`src/design/esc_pkg.sv`:
```
package esc_pkg;
	// Register map.
	localparam logic [7:0] ESC_EXC_SETUP_ADDR = 8'h09;
	localparam logic [7:0] ESC_EXC_SETUP_RST = 8'h03;
	localparam logic [7:0] ESC_UNMAPPED_READ = 8'h00;

	// Field positions inside the excitation setup register.
	localparam int ESC_CLOCK_HALVE_BIT = 7;
	localparam int ESC_EXCITATION_SCOPE_BIT = 6;
	localparam int ESC_PIN_B_TRUE_BIT = 5;
	localparam int ESC_PIN_B_INV_BIT = 4;
	localparam int ESC_PIN_A_TRUE_BIT = 3;
	localparam int ESC_PIN_A_INV_BIT = 2;
	localparam int ESC_DRIVE_LEVEL_HI_BIT = 1;
	localparam int ESC_DRIVE_LEVEL_LO_BIT = 0;

	// Clock halving factor applied to excitation and modulator rates.
	localparam int ESC_HALVE_FACTOR = 2;

	// Excitation timing: base tick period in ns at clock_halve = 0.
	localparam int ESC_MCLK_PERIOD_NS = 100;
	localparam int ESC_TICK_PERIOD_NS = 800;
	localparam int ESC_TICK_CYCLES = (ESC_TICK_PERIOD_NS + ESC_MCLK_PERIOD_NS - 1)
		/ ESC_MCLK_PERIOD_NS;

	// Pin swing levels in eighths of supply, per level code.
	localparam logic [3:0] ESC_LOW_00 = 4'h3;
	localparam logic [3:0] ESC_HIGH_00 = 4'h5;
	localparam logic [3:0] ESC_LOW_01 = 4'h2;
	localparam logic [3:0] ESC_HIGH_01 = 4'h6;
	localparam logic [3:0] ESC_LOW_10 = 4'h1;
	localparam logic [3:0] ESC_HIGH_10 = 4'h7;
	localparam logic [3:0] ESC_LOW_11 = 4'h0;
	localparam logic [3:0] ESC_HIGH_11 = 4'h8;

	typedef enum logic [1:0] {
		ESC_IDLE,
		ESC_CONVERT
	} esc_state_t;
endpackage : esc_pkg

```
`src/design/esc_excitation_setup_control.sv`:
```
// Function
// - Register at pointer 0x09, resets to 0x03
// - Bits: halve, scope, B true/inv, A true/inv, level
// - Halve bit divides excitation and modulator clocks
// - Halve bit doubles every channel's conversion time
// - Bits 5/4 drive pin B true/inverted
// - Bits 3/2 drive pin A true/inverted
// - Conversion times twice as long when halved
`timescale 1ns/100ps
module esc_excitation_setup_control #(
	parameter int TICK_CYCLES = esc_pkg::ESC_TICK_CYCLES,
	parameter int CONV_W = 16
) (
	input wire logic mclk,
	input wire logic rst,
	input wire logic [7:0] reg_addr,
	input wire logic reg_wr,
	input wire logic [7:0] reg_wdata,
	output logic [7:0] reg_rdata,
	input wire logic conv_start,
	input wire logic conv_is_cap,
	input wire logic [CONV_W-1:0] conv_ticks,
	output logic conv_busy,
	output logic conv_done,
	output logic mod_tick,
	output logic pin_a_drive,
	output logic pin_a_drive_en,
	output logic pin_b_drive,
	output logic pin_b_drive_en,
	output logic [3:0] swing_low_eighths,
	output logic [3:0] swing_high_eighths
);
	import esc_pkg::*;

	localparam int PRE_W = $clog2(TICK_CYCLES * ESC_HALVE_FACTOR + 1);

	// Refuse parameter values that the prescaler and sequencer cannot serve.
	if (TICK_CYCLES < 1 || CONV_W < 1) begin : g_bad_param
		$error("esc_excitation_setup_control: bad parameter");
	end

	logic [7:0] setup_ff, nxt_setup;
	logic [7:0] active_ff, nxt_active;
	esc_state_t state_ff, nxt_state;
	logic [PRE_W-1:0] pre_ff, nxt_pre;
	logic [CONV_W-1:0] cnt_ff, nxt_cnt;
	logic wave_ff, nxt_wave;
	logic done_ff, nxt_done;
	logic tick;
	logic [PRE_W-1:0] pre_limit;
	logic exc_on;
	logic a_en, b_en, a_lvl, b_lvl;
	logic [3:0] low_ff, nxt_low, high_ff, nxt_high;
	logic a_ff, nxt_a, a_en_ff, nxt_a_en, b_ff, nxt_b, b_en_ff, nxt_b_en;

	// Software-visible copy; readback always shows the last write.
	always_comb begin
		nxt_setup = setup_ff;
		if (reg_wr && reg_addr == ESC_EXC_SETUP_ADDR) begin
			nxt_setup = reg_wdata;
		end
	end

	always_comb begin
		reg_rdata = ESC_UNMAPPED_READ;
		if (reg_addr == ESC_EXC_SETUP_ADDR) begin
			reg_rdata = setup_ff;
		end
	end

	// Working copy used by the datapath; it follows the software copy only
	// between conversions, so a write never changes a conversion in flight.
	always_comb begin
		nxt_active = active_ff;
		if (state_ff == ESC_IDLE) begin
			nxt_active = setup_ff;
		end
	end

	// Prescaler: halving doubles the tick period for both rates.
	always_comb begin
		if (active_ff[ESC_CLOCK_HALVE_BIT]) begin
			pre_limit = PRE_W'(TICK_CYCLES * ESC_HALVE_FACTOR - 1);
		end else begin
			pre_limit = PRE_W'(TICK_CYCLES - 1);
		end
		tick = (pre_ff >= pre_limit);
		nxt_pre = tick ? '0 : pre_ff + PRE_W'(1);
	end

	// Conversion sequencer counts modulator ticks, so its length in clock
	// cycles doubles along with the tick period.
	always_comb begin
		nxt_state = state_ff;
		nxt_cnt = cnt_ff;
		nxt_done = 1'b0;
		unique case (state_ff)
			ESC_IDLE: begin
				if (conv_start) begin
					nxt_state = ESC_CONVERT;
					nxt_cnt = '0;
				end
			end
			ESC_CONVERT: begin
				if (tick) begin
					if (cnt_ff + CONV_W'(1) >= conv_ticks) begin
						nxt_state = ESC_IDLE;
						nxt_done = 1'b1;
					end else begin
						nxt_cnt = cnt_ff + CONV_W'(1);
					end
				end
			end
		endcase
	end

	// Excitation square wave toggles on each tick while excitation is on.
	always_comb begin
		exc_on = (state_ff == ESC_CONVERT) &&
			(conv_is_cap || active_ff[ESC_EXCITATION_SCOPE_BIT]);
		nxt_wave = wave_ff;
		if (!exc_on) begin
			nxt_wave = 1'b0;
		end else if (tick) begin
			nxt_wave = ~wave_ff;
		end
	end

	// Pin drive; if both enables of a pin are set the true signal wins.
	always_comb begin
		b_en = active_ff[ESC_PIN_B_TRUE_BIT] || active_ff[ESC_PIN_B_INV_BIT];
		b_lvl = active_ff[ESC_PIN_B_TRUE_BIT] ? wave_ff : ~wave_ff;
		a_en = active_ff[ESC_PIN_A_TRUE_BIT] || active_ff[ESC_PIN_A_INV_BIT];
		a_lvl = active_ff[ESC_PIN_A_TRUE_BIT] ? wave_ff : ~wave_ff;
		nxt_a_en = a_en && exc_on;
		nxt_b_en = b_en && exc_on;
		nxt_a = nxt_a_en && a_lvl;
		nxt_b = nxt_b_en && b_lvl;
	end

	// Swing decode in eighths of supply.
	always_comb begin
		unique case ({active_ff[ESC_DRIVE_LEVEL_HI_BIT],
			active_ff[ESC_DRIVE_LEVEL_LO_BIT]})
			2'b00: begin
				nxt_low = ESC_LOW_00;
				nxt_high = ESC_HIGH_00;
			end
			2'b01: begin
				nxt_low = ESC_LOW_01;
				nxt_high = ESC_HIGH_01;
			end
			2'b10: begin
				nxt_low = ESC_LOW_10;
				nxt_high = ESC_HIGH_10;
			end
			2'b11: begin
				nxt_low = ESC_LOW_11;
				nxt_high = ESC_HIGH_11;
			end
		endcase
	end

	always_ff @(posedge mclk or posedge rst) begin
		if (rst) begin
			setup_ff <= ESC_EXC_SETUP_RST;
			active_ff <= ESC_EXC_SETUP_RST;
			state_ff <= ESC_IDLE;
			pre_ff <= '0;
			cnt_ff <= '0;
			wave_ff <= 1'b0;
			done_ff <= 1'b0;
			a_ff <= 1'b0;
			a_en_ff <= 1'b0;
			b_ff <= 1'b0;
			b_en_ff <= 1'b0;
			low_ff <= ESC_LOW_11;
			high_ff <= ESC_HIGH_11;
		end else begin
			setup_ff <= nxt_setup;
			active_ff <= nxt_active;
			state_ff <= nxt_state;
			pre_ff <= nxt_pre;
			cnt_ff <= nxt_cnt;
			wave_ff <= nxt_wave;
			done_ff <= nxt_done;
			a_ff <= nxt_a;
			a_en_ff <= nxt_a_en;
			b_ff <= nxt_b;
			b_en_ff <= nxt_b_en;
			low_ff <= nxt_low;
			high_ff <= nxt_high;
		end
	end

	assign conv_busy = (state_ff == ESC_CONVERT);
	assign conv_done = done_ff;
	assign mod_tick = tick;
	assign pin_a_drive = a_ff;
	assign pin_a_drive_en = a_en_ff;
	assign pin_b_drive = b_ff;
	assign pin_b_drive_en = b_en_ff;
	assign swing_low_eighths = low_ff;
	assign swing_high_eighths = high_ff;
endmodule : esc_excitation_setup_control

```
`config.mk`:
```
export PLATFORM = sky130hd
export DESIGN_NAME = esc_excitation_setup_control
export DESIGN_NICKNAME = d
export VERILOG_FILES = /design/src/design/esc_pkg.sv /design/src/design/esc_excitation_setup_control.sv
export SDC_FILE = /design/constraint.sdc
export NUM_CORES = 1
export LEC_CHECK = 0
export ABC_AREA = 0
export BUFFER_PORTS_ARGS = -buffer_cell sky130_fd_sc_hd__buf_2
export CAP_MARGIN = 20
export CORE_MARGIN = 5
export CORE_UTILIZATION = 30
export DETAILED_ROUTE_END_ITERATION = 10
export PLACE_DENSITY_LB_ADDON = 0.3
export SETUP_SLACK_MARGIN = 0.5
export SLEW_MARGIN = 10
export SYNTH_ARGS = -nofsm -noshare
export SYNTH_HDL_FRONTEND = slang
export SYNTH_SLANG_ARGS = --single-unit
```
`constraint.sdc`:
```
create_clock -name mclk -period 2.7 [get_ports mclk]
set_input_delay 0.27 -clock mclk [delete_from_list [all_inputs] [get_ports mclk]]
set_output_delay 0.27 -clock mclk [all_outputs]
set_load 0.05 [all_outputs]
```
==> impl_results.md, run 1 <==
- Status: complete, but fails checks
- Failing checks: setup timing
- Final ANT Viol Nets: 0
- Leading area contributor after synthesis: dfrtp_1
- Peak Freq: 336 MHz
- Vias in the first global route: 2357
- Setup-failing EPs final: 18
- Worst EP arrival: 3.16 ns
- Max-slew headroom: between 50 and 60%
- Cell area after synthesis: 2820 um2
- Multiplexer area fraction after synthesis: slightly below 9%
- Compound-Gate Fraction of Synth Area: under 10%
- Asr flop ratio synth: 100%
- Worst Hold Class: input pin to async pin
- Non-filler instance count after layout: 494
- Multi-input logic area: around 1600 um2
- RSZ-0062 raised after global routing: yes
- Buffers on Ports: 57
- Simple-gate portion of the synthesized area: between 15 and 20%
- Initial DRC Count: 60
- Final hold viol count: 0
- Sequential cell area: 1230 um2
- DIE AREA: 11500 um2
- Most common cell after layout, fill and taps aside: buf_2
- Die width: approximately 110 um
- Vias/cell: 4.59
- TritonCTS Buffers: 5
- Mean Syn Cell Area: 10.3 um2
- Clock skew: roughly 0.0077 ns
- Dpl hpwl: 4690 um
- Deepest level of the CTS H-tree: 2
- Most frequent cells in the layout: 57 x buf_2, 49 x buf_4, 44 x dfrtp_1
- FP Rows: 35
- Ys flop type: dfrtp_1
- Core Box Area: 9200 um2
- Root buffer cell: clkbuf_8
- Post-synth EDFFs: 0
- Mapped Cells: 274
- Worst path required time: 2.89 ns
- Critical Path Source Type: register
- Main combinational cell family by area after synthesis: simple AND/OR/NAND/NOR gates
- Area contributors post-synth: dfrtp_1 39%, ha_1 11%, mux2_2 6.4%, dfstp_2 4.7%, xnor2_1 4.3%
- Ant diodes: 0
- DP Cell Count: ~470
- Total wire length: 6280 um
- Vias: 2266
- TritonRoute pass-1 iters: 4
- Setup ws final: -0.272 ns
- Num ports: 60
- Gr usage total: ~12%
- DP Worst Slack: -0.357 ns
- Unique masters post-synth: 45
- Crit-path max FO: 4
- CTS tree: yes
- Flop-to-flop setup slack: -0.27 ns
- RePlAce Congestion: 0.776
- Share of the synthesized area in the top cell type: 39.0%
- Initial antenna violation count: 0
- Tmin final: 2.97 ns
- Final TNS setup: -3.31 ns
- Max VDD drop: 376 uV
- Pin count of the biggest net entering global routing: 32
- Clk slew on worst S/H paths: 0.10 ns
- Cts hold-fix bufs: 0
- GR Overflow Total: 0
- Clock Latency Late Sink: 0.31 ns
- Die height: 107 um
- Register area share after synthesis: 43.6%
- Tcrit/Tclk final: 110%
- Initial Util: 30.7%
- Max Root-Sink Buffers: 2
- Max-slew violations: 0
- Non-Filler Cell Area, Final: about 3900 um2
- Power Dens Cells: around 850 nW/um2
- Post-Synth XOR/XNOR Area: 5.89%
- Yosys Warn Count: 0
- Drt drc: 0
- Share of cells above drive strength 1: 44.1%
- Global-route wire length before repair: 10900 um
- Maxcap violations: 0
- Worst Tran Pin Value: 0.667 ns
- Layout area overhead: 36.9%
- Synth Area in Adders: 10.6%
- Filler Cell Count: between 900 and 1000
- Critical path endpoint category: register
- Clock sinks: 49
- Placed inst area: about 3500 um2
- NumNets Final: 443
- WS Path Type: register to register
- DR WL/cell: between 10 and 15 um
- Yosys reg bits: 49
- Lkg Pwr: 0.00195 uW
## power breakdown
group | switching [uW] | internal (uW) | total [uW]
Combinational | 956 | 734 | 1690
Clock | 262 | 283 | 544
Sequential | 128 | 921 | 1050
Total | 1350 | 1940 | 3280
## critical path, cell delays in order, from the launching register on
cell and delay [ns]:
dfrtp_1 0.42, nand2_1 0.13, nor2_2 0.20, and3_4 0.24
nand3_4 0.09, xnor2_2 0.14, ha_1 0.30, nand4_1 0.17
buf_4 0.19, nor3_4 0.15, buf_4 0.15, o2111ai_4 0.11
and3_2 0.26, a221o_1 0.32
## cells in the mapped netlist, types with 2 or more instances
cell and instances:
nand3_1 20, inv_1 30, dfrtp_1 44, mux2_2 16, a221o_1 2, nor3b_1 3, dfstp_2 5, mux2i_1 7
or4_1 2, nand2_1 15, o21ai_0 2, and2_1 9, buf_4 3, ha_1 24, xor2_1 5, a21o_1 4
nand4_1 3, o211ai_1 5, and3_1 4, nor2_1 17, or2_2 2, nor3_1 6, xnor2_1 14, buf_6 2
or3_1 4, a21oi_1 6, nor4_1 2
## per-layer routing
layer	wire length, um	part of all wire, %	track usage (%)	up-vias
met2	2800	45	18.5	63
met3	360	5.7	2.77	7
li1	-	-	-	1150
met5	0	0	0	-
met1	3080	49	16.0	1046
met4	43	0.68	2.47	0
## layout make-up
class                      count  area share [%]
clock inverter                 3            1.23
clock buffer                   5            1.78
inverter                      31            3.11
tap                          111            3.59
multi-input combinational    187            40.9
timing repair buffer         108            17.5
sequential                    49            31.9
## cell families (layout without fill, tap and decap cells)
kind of cell    Yosys count  after routing
mux                      23             23
compound gates           26             26
simple gates             93             93
fa+ha+maj                24             24
other cells               1              2
flops                    49             49
buf+inv                  39            147
xor+xnor                 19             19
## final timing paths
| check | startpoint | endpoint | cells past startpoint |
|---|---|---|---|
| max | cnt_ff[0] | cnt_ff[10] | 13 |
| min | rst | setup_ff[6] | 2 |
| max reg2reg | cnt_ff[0] | cnt_ff[10] | 13 |
| min reg2reg | pre_ff[0] | pre_ff[0] | 1 |
| max in group asynchronous | rst | setup_ff[2] | 3 |
| min in group mclk | reg_wdata[5] | setup_ff[5] | 2 |
## per-stage QoR
step                      hold slack (ns)  power, uW  util [%]
after detailed placement            0.407       2590      38.3
after floorplan                     0.421       2130         -
after CTS                          0.0622       3290      41.5
after global placement              0.406       2570      38.3
after global routing               0.0862       3550      42.0
final                              0.0494       3280      42.0
## state kept, by name, indices dropped and copies added (netlist names)
| name | count |
|---|---|
| pin_b_drive_en | 1 |
| wave_ff | 1 |
| pre_ff | 5 |
| setup_ff | 8 |
| pin_a_drive_en | 1 |
| active_ff | 8 |
| pin_a_drive | 1 |
| pin_b_drive | 1 |
| swing_low_eighths | 1 |
| swing_high_eighths | 4 |
| cnt_ff | 16 |
| state_ff | 1 |
| conv_done | 1 |
## what timing repair did
action | CTS | global route
pin swaps | 11 | 2
hold endpoints to repair | 0 | 0
buffers inserted | 11 | 1
endpoints found under the setup margin | 18 | 19
resized for setup | 17 | 8
Power figures use the tool's default switching activity.
==> run 2: changes to the inputs <==
--- a/config.mk
+++ b/config.mk
@@ -10,8 +10,10 @@
 export CAP_MARGIN = 20
 export CORE_MARGIN = 5
 export CORE_UTILIZATION = 30
+export CTS_CLUSTER_DIAMETER = 200
 export DETAILED_ROUTE_END_ITERATION = 10
 export PLACE_DENSITY_LB_ADDON = 0.3
+export REMOVE_ABC_BUFFERS = 1
 export SETUP_SLACK_MARGIN = 0.5
 export SLEW_MARGIN = 10
 export SYNTH_ARGS = -nofsm -noshare
==> run 2 against run 1 <==
Against the previous run: the flow still finishes with violations (setup timing); non-clock buffer count is 1 lower; via count grew 3.0%; cell area increased by 1.2%; final cell count shrank 0.20%; global-route usage rose by 0.17 points; first-iteration DRC count is 6.7% lower; worst hold slack improved by 0.13 ns; count of clock-buffer cells in the layout is 1 higher; utilization rose by 0.49 points; sequential power barely moved; sequential share of layout area down 0.37 points; critical endpoint is now cnt_ff[1]; critical path type unchanged.
==> impl_results.md, run 2 (synthesized netlist as in run 1, its figures left out) <==
- Clock sinks: 49 (unchanged)
- GR Overflow Total: 0 (unchanged)
- Global-route wire length before repair: 10900 um (+0.19%)
- DR WL/cell: 13.8 um (+8.2%)
- Vias in the first global route: 2408 (+2.2%)
- Maxcap violations: 0 (unchanged)
- FP Rows: 35 (unchanged)
- Worst EP arrival: 3.20 ns (+0.04 ns)
- Crit-path max FO: 7 (+3)
- Status: complete, but fails checks
- Deepest level of the CTS H-tree: 2 (unchanged)
- TritonCTS Buffers: 5 (unchanged)
- Dpl hpwl: 4710 um (+0.38%)
- CP top delay family: simple AND/OR/NAND/NOR gates
- Max Root-Sink Buffers: 2 (unchanged)
- Biggest register: cnt_ff
- DIE AREA: 11500 um2 (unchanged)
- Tcrit/Tclk final: 111% (+0.56 points)
- RSZ-0062 raised after global routing: yes
- Largest registers: cnt_ff: 16 flops, active_ff: 8 flops, setup_ff: 8 flops
- RePlAce Congestion: 0.786 (+1.2%)
- Setup ws final: -0.287 ns (-0.0152 ns)
- Vias/cell: 4.73 (+3.2%)
- Setup-failing EPs final: 18 (unchanged)
- Max stage delay on crit path: 0.41 ns (about the same)
- Initial Util: 30.7% (unchanged)
- Cell mode on critical path: buf_4
- Max-slew headroom: 63.7% (+8.3 points)
- Worst path required time: 2.91 ns (+0.02 ns)
- Max VDD drop: 332 uV (-12%)
- Lkg Pwr: 0.00192 uW (-1.4%)
- Clk slew on worst S/H paths: 0.10 ns (about the same)
- Util after Layout: 42.5% (+0.49 points)
- Gr usage total: 11.8% (+0.17 points)
- CTS tree: yes
- Initial DRC Count: 56 (-6.7%)
- Share of cells above drive strength 1: 45.3% (+1.2 points)
- Final hold viol count: 0 (unchanged)
- Worst Hold Class: input pin to register
- Ant diodes: 0 (unchanged)
- Power Dens Cells: 820 nW/um2 (-3.5%)
- Final ANT Viol Nets: 0 (unchanged)
- Clock Latency Late Sink: 0.31 ns (about the same)
- Failing checks: setup timing
- Pin count of the biggest net entering global routing: 47 (+47%)
- Largest register FFs: 16 (unchanged)
- Max-slew violations: 0 (unchanged)
- Critical path endpoint category: register
- Drt drc: 0 (unchanged)
- Tmin final: 2.99 ns (+0.0152 ns)
- Peak Freq: 335 MHz (-0.51%)
- Most common cell after layout, fill and taps aside: buf_2
- Die height: 107 um (unchanged)
- Worst Tran Pin Value: 0.544 ns (-0.123 ns)
- Slowest-stage cell, CP: dfrtp_1
- Core Box Area: 9200 um2 (unchanged)
- Pwr Total: 3200 uW (-2.4%)
- WS Path Type: register to register
- Critical Path Source Type: register
- Num ports: 60 (unchanged)
- Worst path bufs/invs: 4 (+2)
- Total wire length: 6780 um (+8.0%)
- Root buffer cell: clkbuf_8
- Most frequent cells in the layout: 57 x buf_2, 45 x buf_4, 44 x dfrtp_1
- NumNets Final: 442 (-0.23%)
- Die width: 107 um (unchanged)
- Buffers on Ports: 57 (unchanged)
- Layout area overhead: 38.5%
- Vias: 2334 (+3.0%)
- TritonRoute pass-1 iters: 4 (unchanged)
- Initial antenna violation count: 0 (unchanged)
- Critical path, cell by cell: ha_2 -> inv_2 -> nor3b_2 -> buf_4 -> nand3_4 -> xnor2_4 -> ha_4 -> nand4_1 -> nor3_4 -> o2111ai_2 -> nand3_4 -> buf_4 -> buf_4 -> nor3_1 -> a21o_1
- Clock skew: 0.00765 ns (-0.0000832 ns)
## run 2: worst reg2reg max path: stages (launching register included)
cell       delay, ns
dfrtp_1         0.41
ha_2            0.21
inv_2           0.04
nor3b_2         0.17
buf_4           0.18
nand3_4         0.12
xnor2_4         0.16
ha_4            0.26
nand4_1         0.22
nor3_4          0.30
o2111ai_2       0.19
nand3_4         0.17
buf_4           0.13
buf_4           0.12
nor3_1          0.05
a21o_1          0.16
## run 2: final timing paths
check / startpoint / endpoint / slack, ns / cells after the start
setup / recovery: cnt_ff[0] / cnt_ff[1] / -0.29 / 15
hold / removal: reg_wdata[7] / setup_ff[7] / 0.18 / 2
setup reg to reg: cnt_ff[0] / cnt_ff[1] / -0.29 / 15
hold reg to reg: pre_ff[0] / pre_ff[0] / 0.50 / 1
max in group asynchronous: rst / active_ff[0] / 1.59 / 5
min in group asynchronous: rst / setup_ff[3] / 0.42 / 3
## run 2: per-stage QoR
step	hold slack [ns]	std cells	cell area (um2)	worst slack [ns]	TNS [ns]
floorplan	0.421	267	2760	-0.369	-3.63
global placement	0.480	467	3420	-0.338	-5.05
detailed placement	0.487	467	3420	-0.411	-6.34
CTS	0.165	483	3670	-0.264	-4.15
global route	0.169	493	3910	-0.451	-7.09
finish	0.183	493	3910	-0.287	-3.71
## run 2: metal layers
metal  global-route usage (%)  vias up  wire length (um)  part of all wire [%]
met1                     15.0     1122              3020                    44
met5                        0        -                 0                     0
li1                         -     1143                 -                     -
met2                     19.0       67              3350                    49
met4                     3.20        0                24                  0.35
met3                     3.91        2               394                   5.8
## run 2: power breakdown
group          leakage (uW)  internal (uW)  switching, uW  total, uW
clock             0.0000478            212            274        485
combinational       0.00127            718            960       1680
sequential         0.000603            921            121       1040
## run 2: timing repair
action / in CTS / in global routing
hold buffers: 0 / 1
pin swaps: 26 / 25
hold endpoints to repair: 0 / 10
resized for setup: 20 / 26
endpoints found under the setup margin: 18 / 19
gates cloned: 1 / 0
buffers inserted: 7 / 8
## run 2: final cells by class
class	count	area [um2]
Tap cell	111	139
Sequential cell	49	1230
Inverter	31	116
Clock buffer	6	82.6
Fill cell	894	5290
Timing Repair Buffer	107	687
Clock inverter	2	16.3
Multi-Input combinational cell	187	1640
